## src/cbb_pkg.sv

```systemverilog
package cbb_pkg;
    // Opcodes of the two branches
    localparam logic [7:0] CBB_OP_BIT_CLR = 8'h10;
    localparam logic [7:0] CBB_OP_CARRY = 8'h40;
    // Instruction lengths in bytes
    localparam logic [15:0] CBB_LEN_BIT_CLR = 16'h0003;
    localparam logic [15:0] CBB_LEN_CARRY = 16'h0002;
    // Machine cycles per instruction
    localparam int CBB_MACH_CYCLES = 2;
    // Bit address split: bit 7 selects the special-register space
    localparam int CBB_BA_SFR_POS = 7;
    // Sequencer states, one-hot
    typedef enum logic [2:0] {
        CBB_IDLE = 3'b001,
        CBB_EXEC = 3'b010,
        CBB_DONE = 3'b100
    } cbb_state_t;
    // Decoded instruction issued by the core
    typedef struct packed {
        logic [7:0] opcode;
        logic [7:0] bit_addr;
        logic [7:0] disp_bit;
        logic [7:0] disp_carry;
        logic [15:0] pc;
    } cbb_instr_t;
    // Result handed back to the core
    typedef struct packed {
        logic taken;
        logic [15:0] next_pc;
        logic clr_en;
        logic [7:0] clr_addr;
    } cbb_result_t;
endpackage

```

## src/cbb_target.sv

```systemverilog
`timescale 1ns/1ps
// Registered relative-target adder
module cbb_target
    import cbb_pkg::*;
(
    // Clock and reset
    input wire logic clk_i,
    input wire logic rst_n_i,
    // Operands
    input wire logic [15:0] pc_i,
    input wire logic [15:0] len_i,
    input wire logic [7:0] disp_i,
    input wire logic take_i,
    // Result
    output logic [15:0] next_pc_o
);
    logic [15:0] seq_pc; // Address of following instruction
    logic [15:0] next_pc_d;
    logic [15:0] next_pc_q;

    // Advance first, then add sign-extended offset when taken
    always_comb begin
        seq_pc = pc_i + len_i;
        next_pc_d = take_i ? seq_pc + {{8{disp_i[7]}}, disp_i} : seq_pc;
    end

    // Register the target
    always_ff @(posedge clk_i or negedge rst_n_i) begin
        if (!rst_n_i) begin
            next_pc_q <= 16'h0000;
        end else begin
            next_pc_q <= next_pc_d;
        end
    end

    assign next_pc_o = next_pc_q;
endmodule // cbb_target

```

## src/cbb_branch_unit.sv

```systemverilog
`timescale 1ns/1ps
module cbb_branch_unit
    import cbb_pkg::*;
(
    // Clock and reset
    input wire logic clk_i,
    input wire logic rst_n_i,
    // Instruction issue
    input wire logic issue_i,
    input wire cbb_instr_t instr_i,
    // Bit sources
    input wire logic bit_mem_i,
    input wire logic bit_pin_i,
    input wire logic bit_latch_i,
    input wire logic bit_is_port_i,
    input wire logic carry_i,
    // Result
    output logic busy_o,
    output logic done_o,
    output logic taken_o,
    output logic [15:0] next_pc_o,
    output logic clr_en_o,
    output logic [7:0] clr_addr_o
);
    // Reset release synchroniser
    logic rst_s1_q;
    logic rst_s2_q;
    logic rst_n;

    always_ff @(posedge clk_i or negedge rst_n_i) begin
        if (!rst_n_i) begin
            rst_s1_q <= 1'b0;
            rst_s2_q <= 1'b0;
        end else begin
            rst_s1_q <= 1'b1;
            rst_s2_q <= rst_s1_q;
        end
    end
    assign rst_n = rst_s2_q;

    // Recognised opcode
    function automatic logic is_bit_clr(input logic [7:0] op);
        return op == CBB_OP_BIT_CLR;
    endfunction
    function automatic logic is_carry(input logic [7:0] op);
        return op == CBB_OP_CARRY;
    endfunction

    // Sequencer state
    cbb_state_t state_q, state_d;
    logic is_bc_q, is_bc_d; // Current op is bit-clear
    logic take_q, take_d; // Branch decision
    logic [7:0] disp_q, disp_d; // Latched displacement
    logic [15:0] pc_q, pc_d; // Latched opcode address
    logic [7:0] addr_q, addr_d; // Latched bit address
    logic done_q, done_d;
    logic clr_q, clr_d;
    logic busy_q, busy_d; // Registered not-idle flag, so busy_o leaves a flop
    logic tested_bit; // Bit value seen by the test
    logic [15:0] tgt_pc; // From adder

    // Pick the bit source
    always_comb begin
        tested_bit = bit_is_port_i ? bit_latch_i : bit_mem_i;
    end

    // Next-state logic; one cycle decode, one cycle finish
    always_comb begin
        state_d = state_q;
        is_bc_d = is_bc_q;
        take_d = take_q;
        disp_d = disp_q;
        pc_d = pc_q;
        addr_d = addr_q;
        done_d = 1'b0;
        clr_d = 1'b0;
        case (state_q)
            CBB_IDLE: begin
                if (issue_i && is_bit_clr(instr_i.opcode)) begin
                    state_d = CBB_EXEC;
                    is_bc_d = 1'b1;
                    take_d = tested_bit;
                    disp_d = instr_i.disp_bit;
                    pc_d = instr_i.pc;
                    addr_d = instr_i.bit_addr;
                end else if (issue_i && is_carry(instr_i.opcode)) begin
                    state_d = CBB_EXEC;
                    is_bc_d = 1'b0;
                    take_d = carry_i;
                    disp_d = instr_i.disp_carry;
                    pc_d = instr_i.pc;
                    addr_d = 8'h00;
                end
            end
            CBB_EXEC: begin
                state_d = CBB_DONE;
            end
            CBB_DONE: begin
                // Second machine cycle: publish
                state_d = CBB_IDLE;
                done_d = 1'b1;
                clr_d = is_bc_q && take_q;
            end
            default: begin
                state_d = CBB_IDLE;
            end
        endcase
        // Busy follows the state we are about to enter
        busy_d = (state_d != CBB_IDLE);
    end

    // Register sequencer; flags have no port here, so untouched
    // no flag writes
    always_ff @(posedge clk_i or negedge rst_n) begin
        if (!rst_n) begin
            state_q <= CBB_IDLE;
            is_bc_q <= 1'b0;
            take_q <= 1'b0;
            disp_q <= 8'h00;
            pc_q <= 16'h0000;
            addr_q <= 8'h00;
            done_q <= 1'b0;
            clr_q <= 1'b0;
            busy_q <= 1'b0;
        end else begin
            state_q <= state_d;
            is_bc_q <= is_bc_d;
            take_q <= take_d;
            disp_q <= disp_d;
            pc_q <= pc_d;
            addr_q <= addr_d;
            done_q <= done_d;
            clr_q <= clr_d;
            busy_q <= busy_d;
        end
    end

    // Target adder; length picks +3 or +2
    // advance then add
    cbb_target u_target (
        .clk_i(clk_i),
        .rst_n_i(rst_n),
        .pc_i(pc_q),
        .len_i(is_bc_q ? CBB_LEN_BIT_CLR : CBB_LEN_CARRY),
        .disp_i(disp_q),
        .take_i(take_q),
        .next_pc_o(tgt_pc)
    );

    // Output registers aligned with done
    logic taken_q, taken_d;
    logic [15:0] npc_q, npc_d;
    logic [7:0] caddr_q, caddr_d;

    always_comb begin
        taken_d = taken_q;
        npc_d = npc_q;
        caddr_d = caddr_q;
        if (state_q == CBB_DONE) begin
            taken_d = take_q;
            npc_d = tgt_pc;
            caddr_d = addr_q;
        end
    end

    always_ff @(posedge clk_i or negedge rst_n) begin
        if (!rst_n) begin
            taken_q <= 1'b0;
            npc_q <= 16'h0000;
            caddr_q <= 8'h00;
        end else begin
            taken_q <= taken_d;
            npc_q <= npc_d;
            caddr_q <= caddr_d;
        end
    end

    assign busy_o = busy_q;
    assign done_o = done_q;
    assign taken_o = taken_q;
    assign next_pc_o = npc_q;
    assign clr_en_o = clr_q;
    assign clr_addr_o = caddr_q;
endmodule // cbb_branch_unit

```

## config.mk

```make
export PLATFORM = sky130hd
export DESIGN_NAME = cbb_branch_unit
export DESIGN_NICKNAME = d
export VERILOG_FILES = /design/src/cbb_pkg.sv /design/src/cbb_target.sv /design/src/cbb_branch_unit.sv
export SDC_FILE = /design/constraint.sdc
export NUM_CORES = 1
export LEC_CHECK = 0
export ABC_CLOCK_PERIOD_IN_PS = 6600
export BUFFER_PORTS_ARGS = -buffer_cell sky130_fd_sc_hd__buf_2
export CAP_MARGIN = 5
export CORE_UTILIZATION = 45
export DETAILED_ROUTE_END_ITERATION = 7
export GPL_ROUTABILITY_DRIVEN = 0
export PLACE_DENSITY = 0.7
export SKIP_LAST_GASP = 1
export SYNTH_ARGS = -nofsm -noshare
export SYNTH_HDL_FRONTEND = slang
export SYNTH_SLANG_ARGS = --single-unit
```

## constraint.sdc

```tcl
create_clock -name clk_i -period 6.6 [get_ports clk_i]
set_clock_uncertainty 0.15 [all_clocks]
set_input_delay 0.99 -clock clk_i [delete_from_list [all_inputs] [get_ports clk_i]]
set_output_delay 0.99 -clock clk_i [all_outputs]
set_load 0.03 [all_outputs]
```

==> impl_results.md, run 1 <==
- Critical Path Start Type: register
- Area Overhead vs Synth: 16.8%
- Fin. Hold Viols: 0
- Register area share after synthesis: 0.492
- Total congestion overflow: 0
- Nets@finish: about 530
- Critical-path cell list: ha_1 > inv_1 > ha_1 > nor3b_1 > nand3_1 > xor2_1 > inv_1 > ha_1 > nand2_1 > o21ai_0 > nor3_1 > o211a_1 > a41o_1 > nor3_2
- Fmax: approximately 0.26 GHz
- Via/cell ratio: 5.28
- Post-CTS Resized: 0
- Post-synth ARST share: 1.00
- CTS tree: yes
- Post-route DRC: 0
- Row count: 34
- Cell Area, Synth: around 0.0042 sq mm
- Clock transition at path regs: 0.09 ns
- Crit end category: register
- First-pass iteration count of the detailed router: 4
- Register bit total from synthesis: 83
- Drt wl/cell: 14.1 um
- Worst Hold Depth: 0
- Commonest non-fill, non-tap cell in the layout: buf_2
- Slowest cell on crit path: o21ai_0
- Netlist cell types: 53
- Average size of a mapped cell: 11.3 sq um
- Kind of critical path: reg -> reg
- Post-Syn Instances: 375
- Initial antenna violation count: 0
- Pin slew with the least headroom to its limit: 1.02 ns
- Final wirelength: 8060 um
- Post-synth top flop: dfrtp_1
- Setup TNS: 0 ns
- Worst path arrival time: 3.94 ns
- Pin count of the biggest net entering global routing: 82
- R2R depth: 14
- Die area: 0.00978 sq mm
- Worst Path Buf+Inv: 2
- GRT Total Usage: 0.173
- WHS Endpoint: rst_n$_DFF_PN0_
- Worst slack, placed: between 2 and 3 ns
- Critical R2R Launch: is_bc_q$_DFFE_PN0P_
- Vias in the first global route: 2829
- Hold Path Class: reg -> reg
- Family with the most delay on the worst path: simple AND/OR/NAND/NOR gates
- Layout cells sized above 1: 0.333
- Crit path max fanout: 6
- Critical hold path startpoint: rst_s1_q$_DFF_PN0_
- Post-route minimum period: 3.82 ns
- Post-CTS setup buffers: 0
- Worst-skew pair later-pin latency: 0.35 ns
- Pwr Density: ~210 mW/mm^2
- Most used cell, CP: ha_1
- Starting DRT DRC Count: approximately 100
- Number of synthesized flops with an enable pin: 0
- Multi-input logic area: a little over 0.002 sq mm
- Status: finished, final reports clean
- Antenna Nets Post-Route: 0
- Die height: 98.9 um
- Req. time, crit path: 6.71 ns
- I/O pins: between 80 and 90
- Initial Util: 0.475
- Largest stage delay, worst path: approximately 0.52 ns
- Detailed placement HPWL: between 6000 and 7000 um
- Max rail drop VDD: 108 uV
- Num CTS Buffers: 9
- Endpoints failing setup: 0
- Vias: 3008
- Worst setup margin: between 2 and 3 ns
- Seq. cell area: 0.00208 sq mm
- Net count after synthesis: ~450
- Tcrit/Tclk final: 0.579
- Clock Sinks: 83
- Diode count: 0
- Filler cells: 797
- Max Cap Viol: 0
- Reg-to-reg slack, setup: 2.78 ns
- Rel. slew slack: 0.317
- Hold buffer count at CTS: 0
- Core Region: 0.00889 sq mm
- Htree depth: 3
- Clock Tree Root: clkbuf_8
- Final Max Tran Viols: 0
- Yosys Warn Count: 0
- Die Wd: 98.9 um
- PortBufs: between 80 and 90
- Unrepaired setup endpoints after global routing: false
- Clock Path Buffers: 2
- First-pass GRT wire length: 13300 um
- Most frequent cells in the layout: buf_2, dfrtp_1, mux2_2
- Leak pwr: 0.00263 uW
- R2R Path End: u_target.next_pc_o[15]$_DFF_PN0_
## synth_stat cells, types with 2 or more instances
cell type / number / share of area
dfrtp_1: 82 / 0.49
mux2_2: 44 / 0.12
nand2_1: 25 / 0.022
nor2_1: 25 / 0.022
a21oi_1: 21 / 0.025
ha_1: 20 / 0.059
o21ai_0: 18 / 0.021
xnor2_1: 13 / 0.027
xor2_1: 11 / 0.023
a21o_1: 9 / 0.016
inv_1: 9 / 0.0080
mux2i_1: 9 / 0.021
a22o_1: 8 / 0.017
nand3_1: 8 / 0.0095
clkbuf_1: 7 / 0.0062
and2_1: 5 / 0.0074
buf_1: 5 / 0.0044
nor3_1: 5 / 0.0059
o211ai_1: 4 / 0.0071
a31oi_1: 3 / 0.0044
and3_1: 3 / 0.0044
nor3b_1: 3 / 0.0053
a211oi_1: 2 / 0.0036
buf_2: 2 / 0.0024
nor4b_1: 2 / 0.0041
o2111ai_1: 2 / 0.0041
o211a_1: 2 / 0.0047
o21bai_1: 2 / 0.0036
or2_2: 2 / 0.0030
## report_power, final
part / internal (uW) / leakage, uW / switching, uW
Combinational: 67.0 / 0.00141 / 68.9
Sequential: 539 / 0.00113 / 31.6
Clock: 151 / 0.0000908 / 187
Total: 757 / 0.00263 / 288
## flip-flops by register name, indices dropped and copies added, names as in the netlist, 3 cells and up
register / count
disp_q: 8
u_target.next_pc_o: 16
addr_q: 8
state_q: 3
pc_q: 16
clr_addr_o: 8
next_pc_o: 16
## per-stage QoR
stage	utilization	hold WS (ns)	cell area (sq um)	std cells	power, uW
floorplan	-	0.181	4220	375	670
global placement	0.534	0.187	4740	554	710
detailed placement	0.534	0.193	4740	554	717
CTS	0.555	0.218	4930	570	1060
global route	0.555	0.220	4930	570	1100
finish	0.555	0.209	4930	570	1040
## cell type report
class / instances / area share
multi-input cells: 269 / 0.418
inverters: 9 / 0.00685
clock buffers: 10 / 0.0279
flip-flops and latches: 83 / 0.422
well taps: 108 / 0.0274
repair buffers: 85 / 0.0878
clock inverters: 6 / 0.00990
## kinds of logic (layout without fill, tap and decap cells)
family | after synthesis | count (layout) | synth area share
other | 1 | 1 | 0.000888
adders and majority gates | 21 | 21 | 0.0640
DFF | 83 | 83 | 0.492
xor gates and xnor gates | 24 | 24 | 0.0498
muxes | 53 | 53 | 0.139
buffers and inverters | 23 | 110 | 0.0210
AOI/OAI and AO/OA | 81 | 81 | 0.126
and+or+nand+nor | 89 | 89 | 0.108
## layer usage
metal	vias to the layer above	track usage	wire [um]
met5	-	0	0
li1	1513	-	-
met3	8	0.0270	342
met1	1414	0.247	4040
met4	0	0.0792	100
met2	73	0.259	3580
## how the worst max path moves through the flow
stage	cells after the start	end	startpoint
6_report	14	u_target.next_pc_o[15]$_DFF_PN0_	is_bc_q$_DFFE_PN0P_
5_1_grt	14	u_target.next_pc_o[15]$_DFF_PN0_	is_bc_q$_DFFE_PN0P_
4_1_cts	14	u_target.next_pc_o[15]$_DFF_PN0_	is_bc_q$_DFFE_PN0P_
3_5_place_dp	14	u_target.next_pc_o[15]$_DFF_PN0_	is_bc_q$_DFFE_PN0P_
3_3_place_gp	13	u_target.next_pc_o[15]$_DFF_PN0_	is_bc_q$_DFFE_PN0P_
2_1_floorplan	14	u_target.next_pc_o[15]$_DFF_PN0_	is_bc_q$_DFFE_PN0P_
Power figures use the tool's default switching activity.
==> inputs of run 2 (changes only) <==
- ABC_CLOCK_PERIOD_IN_PS: 6600 -> 3500
- PLACE_DENSITY: 0.7 -> 0.73
- clock period: 6.6 -> 3.5 ns (I/O delays scaled with it)
==> run 2 against run 1 <==
Cell count is 1.4% higher. Largest cell class is now multi-input gates. Register-to-register slack worse by 2.6 ns. Fmax is 14% higher. Hold slack better by 0.0068 ns. Highest routed layer unchanged. Die area stayed put. Combinational power is 95% higher. Utilization is 1.2 points higher. Sequential share of layout area is 0.92 points lower. Critical path type unchanged. Critical path depth is 2 lower. Largest power group unchanged. Clock-buffer cell count stayed put.
==> impl_results.md, run 2 (same netlist as run 1, synthesis figures left out) <==
- Status: finished, final reports clean
- Tcrit/Tclk final: 0.954
- Reg-to-reg slack, setup: 0.16 ns
- Htree depth: 3
- Die Wd: 98.9 um
- Pin count of the biggest net entering global routing: 82
- Worst-skew pair later-pin latency: 0.36 ns
- Req. time, crit path: 3.62 ns
- M2 GR Usage: 0.294
- Endpoints failing setup: 0
- Num CTS Buffers: 9
- Max rail drop VDD: between 200 and 250 uV
- Kind of critical path: reg -> reg
- Critical Path Start Type: register
- Crit path max fanout: 5
- First-pass iteration count of the detailed router: 4
- Gr busiest metal: met2
- Final Max Tran Viols: 0
- Detailed placement HPWL: around 6200 um
- Pin slew with the least headroom to its limit: 0.991 ns
- Filler cells: just under 800
- Fmax: between 0.2 and 0.3 GHz
- Total congestion overflow: 0
- Vias: 3055
- Area Overhead vs Synth: 19.4%
- WHS: approximately 0.22 ns
- Diode count: 0
- CTS tree: yes
- Most frequent cells in the layout: buf_2, dfrtp_1, mux2_2
- Met1 GRT Util: 0.257
- Critical hold path startpoint: rst_s1_q$_DFF_PN0_
- Setup crit start: is_bc_q$_DFFE_PN0P_
- Nets@finish: 542
- Antenna Nets Post-Route: 0
- Worst path arrival time: 3.46 ns
- Layout cells sized above 1: 0.351
- PortBufs: a little over 80
- Max Cap Viol: 0
- Clock Sinks: between 80 and 90
- Via/cell ratio: 5.29
- Hold Path Class: reg -> reg
- Initial Util: 0.475
- Crit end category: register
- GRT Total Usage: 0.187
- Critical R2R Launch: is_bc_q$_DFFE_PN0P_
- Commonest non-fill, non-tap cell in the layout: buf_2
- Leak pwr: about 0.0027 uW
- Die height: 98.9 um
- Rel. slew slack: 0.339
- Clock Path Buffers: 2
- Drt wl/cell: 14.5 um
- Initial antenna violation count: 0
- Starting DRT DRC Count: 162
- Final wirelength: ~8400 um
- Clock transition at path regs: roughly 0.09 ns
- Fin. Hold Viols: 0
- Met3 GRT Util: 0.0333
- Core Region: slightly below 0.009 sq mm
- Post-route DRC: 0
- Row count: 34
- Die area: ~0.01 sq mm
- First-pass GRT wire length: 14500 um
- Vias in the first global route: 3123
- I/O pins: 84
- Clock Tree Root: clkbuf_8
- Worst slack, placed: 0.0723 ns
- Pwr Density: roughly 410 mW/mm^2
- Worst setup margin: between 0.15 and 0.2 ns
- Post-route minimum period: 3.34 ns
## run 2: cell types whose count changed in the layout (fill, tap and decap cells not counted), sizes merged
cell         change
dlygate4sd3      +1
buf              +7
clkinv           -1
bufinv           +1
## run 2: final cells by class
type                            instances  area [sq um]  area share
Sequential cell                        83          2080       0.413
Inverter                                9          33.8     0.00670
Clock buffer                           10           138      0.0273
Timing Repair Buffer                   93           495      0.0983
Tap cell                              108           135      0.0268
Multi-Input combinational cell        269          2090       0.414
Clock inverter                          6          71.3      0.0141
## run 2: metal layers
layer / wire (um) / part of all wire
met2: 3920 / 0.47
met4: 127 / 0.015
met5: 0 / 0
met3: 325 / 0.039
met1: 4030 / 0.48
## run 2: final timing paths
| path | endpoint | cells past startpoint |
|---|---|---|
| min in group asynchronous | rst_n$_DFF_PN0_ | 2 |
| max in group asynchronous | u_target.next_pc_o[14]$_DFF_PN0_ | 0 |
| worst min-delay path | rst_n$_DFF_PN0_ | 0 |
| worst max-delay path | u_target.next_pc_o[15]$_DFF_PN0_ | 12 |
| worst min register to register | rst_n$_DFF_PN0_ | 0 |
| worst max register to register | u_target.next_pc_o[15]$_DFF_PN0_ | 12 |
## run 2: through the flow
stage / instances / power, uW / util / setup TNS, ns / instance area [sq um]
after global routing: 578 / 2160 / 0.567 / -0.0395 / 5040
after global placement: 560 / 1340 / 0.539 / 0 / 4790
after CTS: 577 / 2070 / 0.563 / 0 / 5010
final: 578 / 2050 / 0.567 / 0 / 5040
after detailed placement: 560 / 1360 / 0.539 / 0 / 4790
after floorplan: 375 / 1260 / - / 0 / 4220
## run 2: power breakdown
group          switching (uW)  leakage (uW)  internal [uW]
logic                     130       0.00147            134
registers                65.1       0.00113           1020
clock network             353     0.0000995            355
total                     548       0.00270           1510
## run 2: critical path: stages, from the launching register on
cell and delay [ns]:
dfrtp_1 0.41, ha_2 0.24, o21ai_0 0.07, or2_1 0.28, buf_4 0.17, nor2_1 0.12
xor2_1 0.32, ha_1 0.35, and2_1 0.21, nor4b_1 0.16, or2_2 0.36, a41o_1 0.21
nor3_2 0.20
## run 2: timing repair
action                     4_1_cts  5_1_grt
hold endpoints to repair         2        0
hold buffers                     1        0
buffers inserted                 0        1
setup endpoints to repair        0        4
resized for setup                0        6
==> inputs of run 3 (changes only) <==
- BUFFER_PORTS_ARGS: -buffer_cell sky130_fd_sc_hd__buf_2 -> -buffer_cell sky130_fd_sc_hd__clkbuf_2
==> run 3 against run 2 <==
Power is 5.1% lower. Clock-buffer cell count stayed put. First-iteration DRC count is 9.9% lower. Global-route usage hardly changed. Die area stayed put. Setup slack better by 0.059 ns. Non-clock buffer count is 1 higher. Final area is 0.77% lower. Sequential cell count stayed put. Routed wire length is 1.2% higher. Via count is 1.8% higher. Register-to-register slack better by 0.06 ns. Largest cell class is now sequential cells.
==> impl_results.md, run 3 (same netlist as run 1, synthesis figures left out) <==
- Die area: 0.00978 sq mm
- Crit end category: register
- Pin slew with the least headroom to its limit: 1.01 ns
- Detailed placement HPWL: 6220 um
- Starting DRT DRC Count: 146
- Crit path max fanout: 4
- Worst setup margin: 0.219 ns
- Setup TNS: 0 ns
- Htree depth: 3
- Most frequent cells in the layout: clkbuf_2, dfrtp_1, mux2_2
- Core Region: around 0.0089 sq mm
- PortBufs: 82
- Status: finished, final reports clean
- Critical Path Start Type: register
- Diode count: 0
- Fin. Hold Viols: 0
- Pin count of the biggest net entering global routing: just over 80
- Clock Sinks: between 80 and 90
- Worst-skew pair later-pin latency: 0.36 ns
- Post-route minimum period: 3.28 ns
- Antenna Nets Post-Route: 0
- Endpoints failing setup: 0
- Row count: 34
- Clock Tree Root: clkbuf_8
- Num CTS Buffers: 9
- Max rail drop VDD: 218 uV
- Clock transition at path regs: 0.09 ns
- Max Cap Viol: 0
- Drt wl/cell: about 15 um
- Commonest non-fill, non-tap cell in the layout: clkbuf_2
- Initial Util: 0.475
- I/O pins: 84
- First-pass iteration count of the detailed router: 4
- Most used cell, CP: ha_1
- Area Overhead vs Synth: 18.5%
- Clock Path Buffers: 2
- Worst path arrival time: ~3.4 ns
- Initial antenna violation count: 0
- WHS: around 0.21 ns
- Pwr Density: around 390 mW/mm^2
- Hold Path Class: reg -> reg
- Worst Path Buf+Inv: 2
- Post-route DRC: 0
- Die Wd: 98.9 um
- Fmax: 0.305 GHz
- First-pass GRT wire length: 14400 um
- Nets@finish: 543
- Family with the most delay on the worst path: compound AO/OA/AOI/OAI gates
- Die height: roughly 99 um
- Final Max Tran Viols: 0
- Vias: about 3100
- Vias in the first global route: 3119
- Kind of critical path: reg -> reg
- Largest stage delay, worst path: 0.40 ns
- Final wirelength: 8510 um
- Critical-path cell list: ha_2 > inv_1 > ha_1 > nor3b_1 > buf_4 > nand3_1 > xnor2_2 > ha_1 > a21oi_1 > o21ai_1 > and2_1 > o211a_1 > a41o_1 > nor3_2
- CTS tree: yes
- Req. time, crit path: 3.63 ns
- GRT Total Usage: 0.186
- Total congestion overflow: 0
- Layout cells sized above 1: 0.350
- Worst slack, placed: 0.0675 ns
- Final Cell Area: between 0.005 and 0.006 sq mm
- Placed inst area: 0.00479 sq mm
- Slowest cell on crit path: dfrtp_2
- Tcrit/Tclk final: 0.937
- Rel. slew slack: 0.329
- Leak pwr: 0.00268 uW
- Via/cell ratio: 5.37
-- run 3: per-layer routing --
layer / vias up / wire (um) / track usage
met3: 10 / 321 / 0.0355
met1: 1507 / 4120 / 0.262
met5: - / 0 / 0
met2: 56 / 3940 / 0.283
li1: 1538 / - / -
met4: 0 / 126 / 0.0758
-- run 3: layout make-up --
class	count	area (sq um)
clock buffer	10	128
clock inverter	6	41.3
fill	779	3890
inverter	9	33.8
multi-input combinational	269	2080
sequential	83	2080
tap	108	135
timing repair buffer	94	503
-- run 3: repair_timing --
item	CTS	global route
hold buffers	1	0
hold endpoints to repair	2	0
endpoints found under the setup margin	0	4
gates resized for setup	0	5
setup buffers	0	2
-- run 3: power breakdown --
group / total [uW] / switching [uW] / internal, uW
Clock: 601 / 342 / 259
Sequential: 1080 / 63.7 / 1020
Combinational: 269 / 134 / 135
-- run 3: metrics by stage --
step | instances | utilization | power [uW]
after floorplan | 375 | - | 1260
after global placement | 560 | 0.539 | 1340
after detailed placement | 560 | 0.539 | 1360
after CTS | 577 | 0.559 | 1960
after global routing | 579 | 0.563 | 2060
final | 579 | 0.563 | 1950
-- run 3: worst paths after layout --
check	start	end	slack, ns	cells after the start
setup / recovery	is_bc_q$_DFFE_PN0P_	u_target.next_pc_o[15]$_DFF_PN0_	0.22	14
hold / removal	rst_s1_q$_DFF_PN0_	rst_n$_DFF_PN0_	0.21	0
setup reg to reg	is_bc_q$_DFFE_PN0P_	u_target.next_pc_o[15]$_DFF_PN0_	0.22	14
hold reg to reg	rst_s1_q$_DFF_PN0_	rst_n$_DFF_PN0_	0.21	0
max in group asynchronous	rst_n$_DFF_PN0_	is_bc_q$_DFFE_PN0P_	2.15	0
min in group asynchronous	rst_n_i	rst_n$_DFF_PN0_	0.32	2
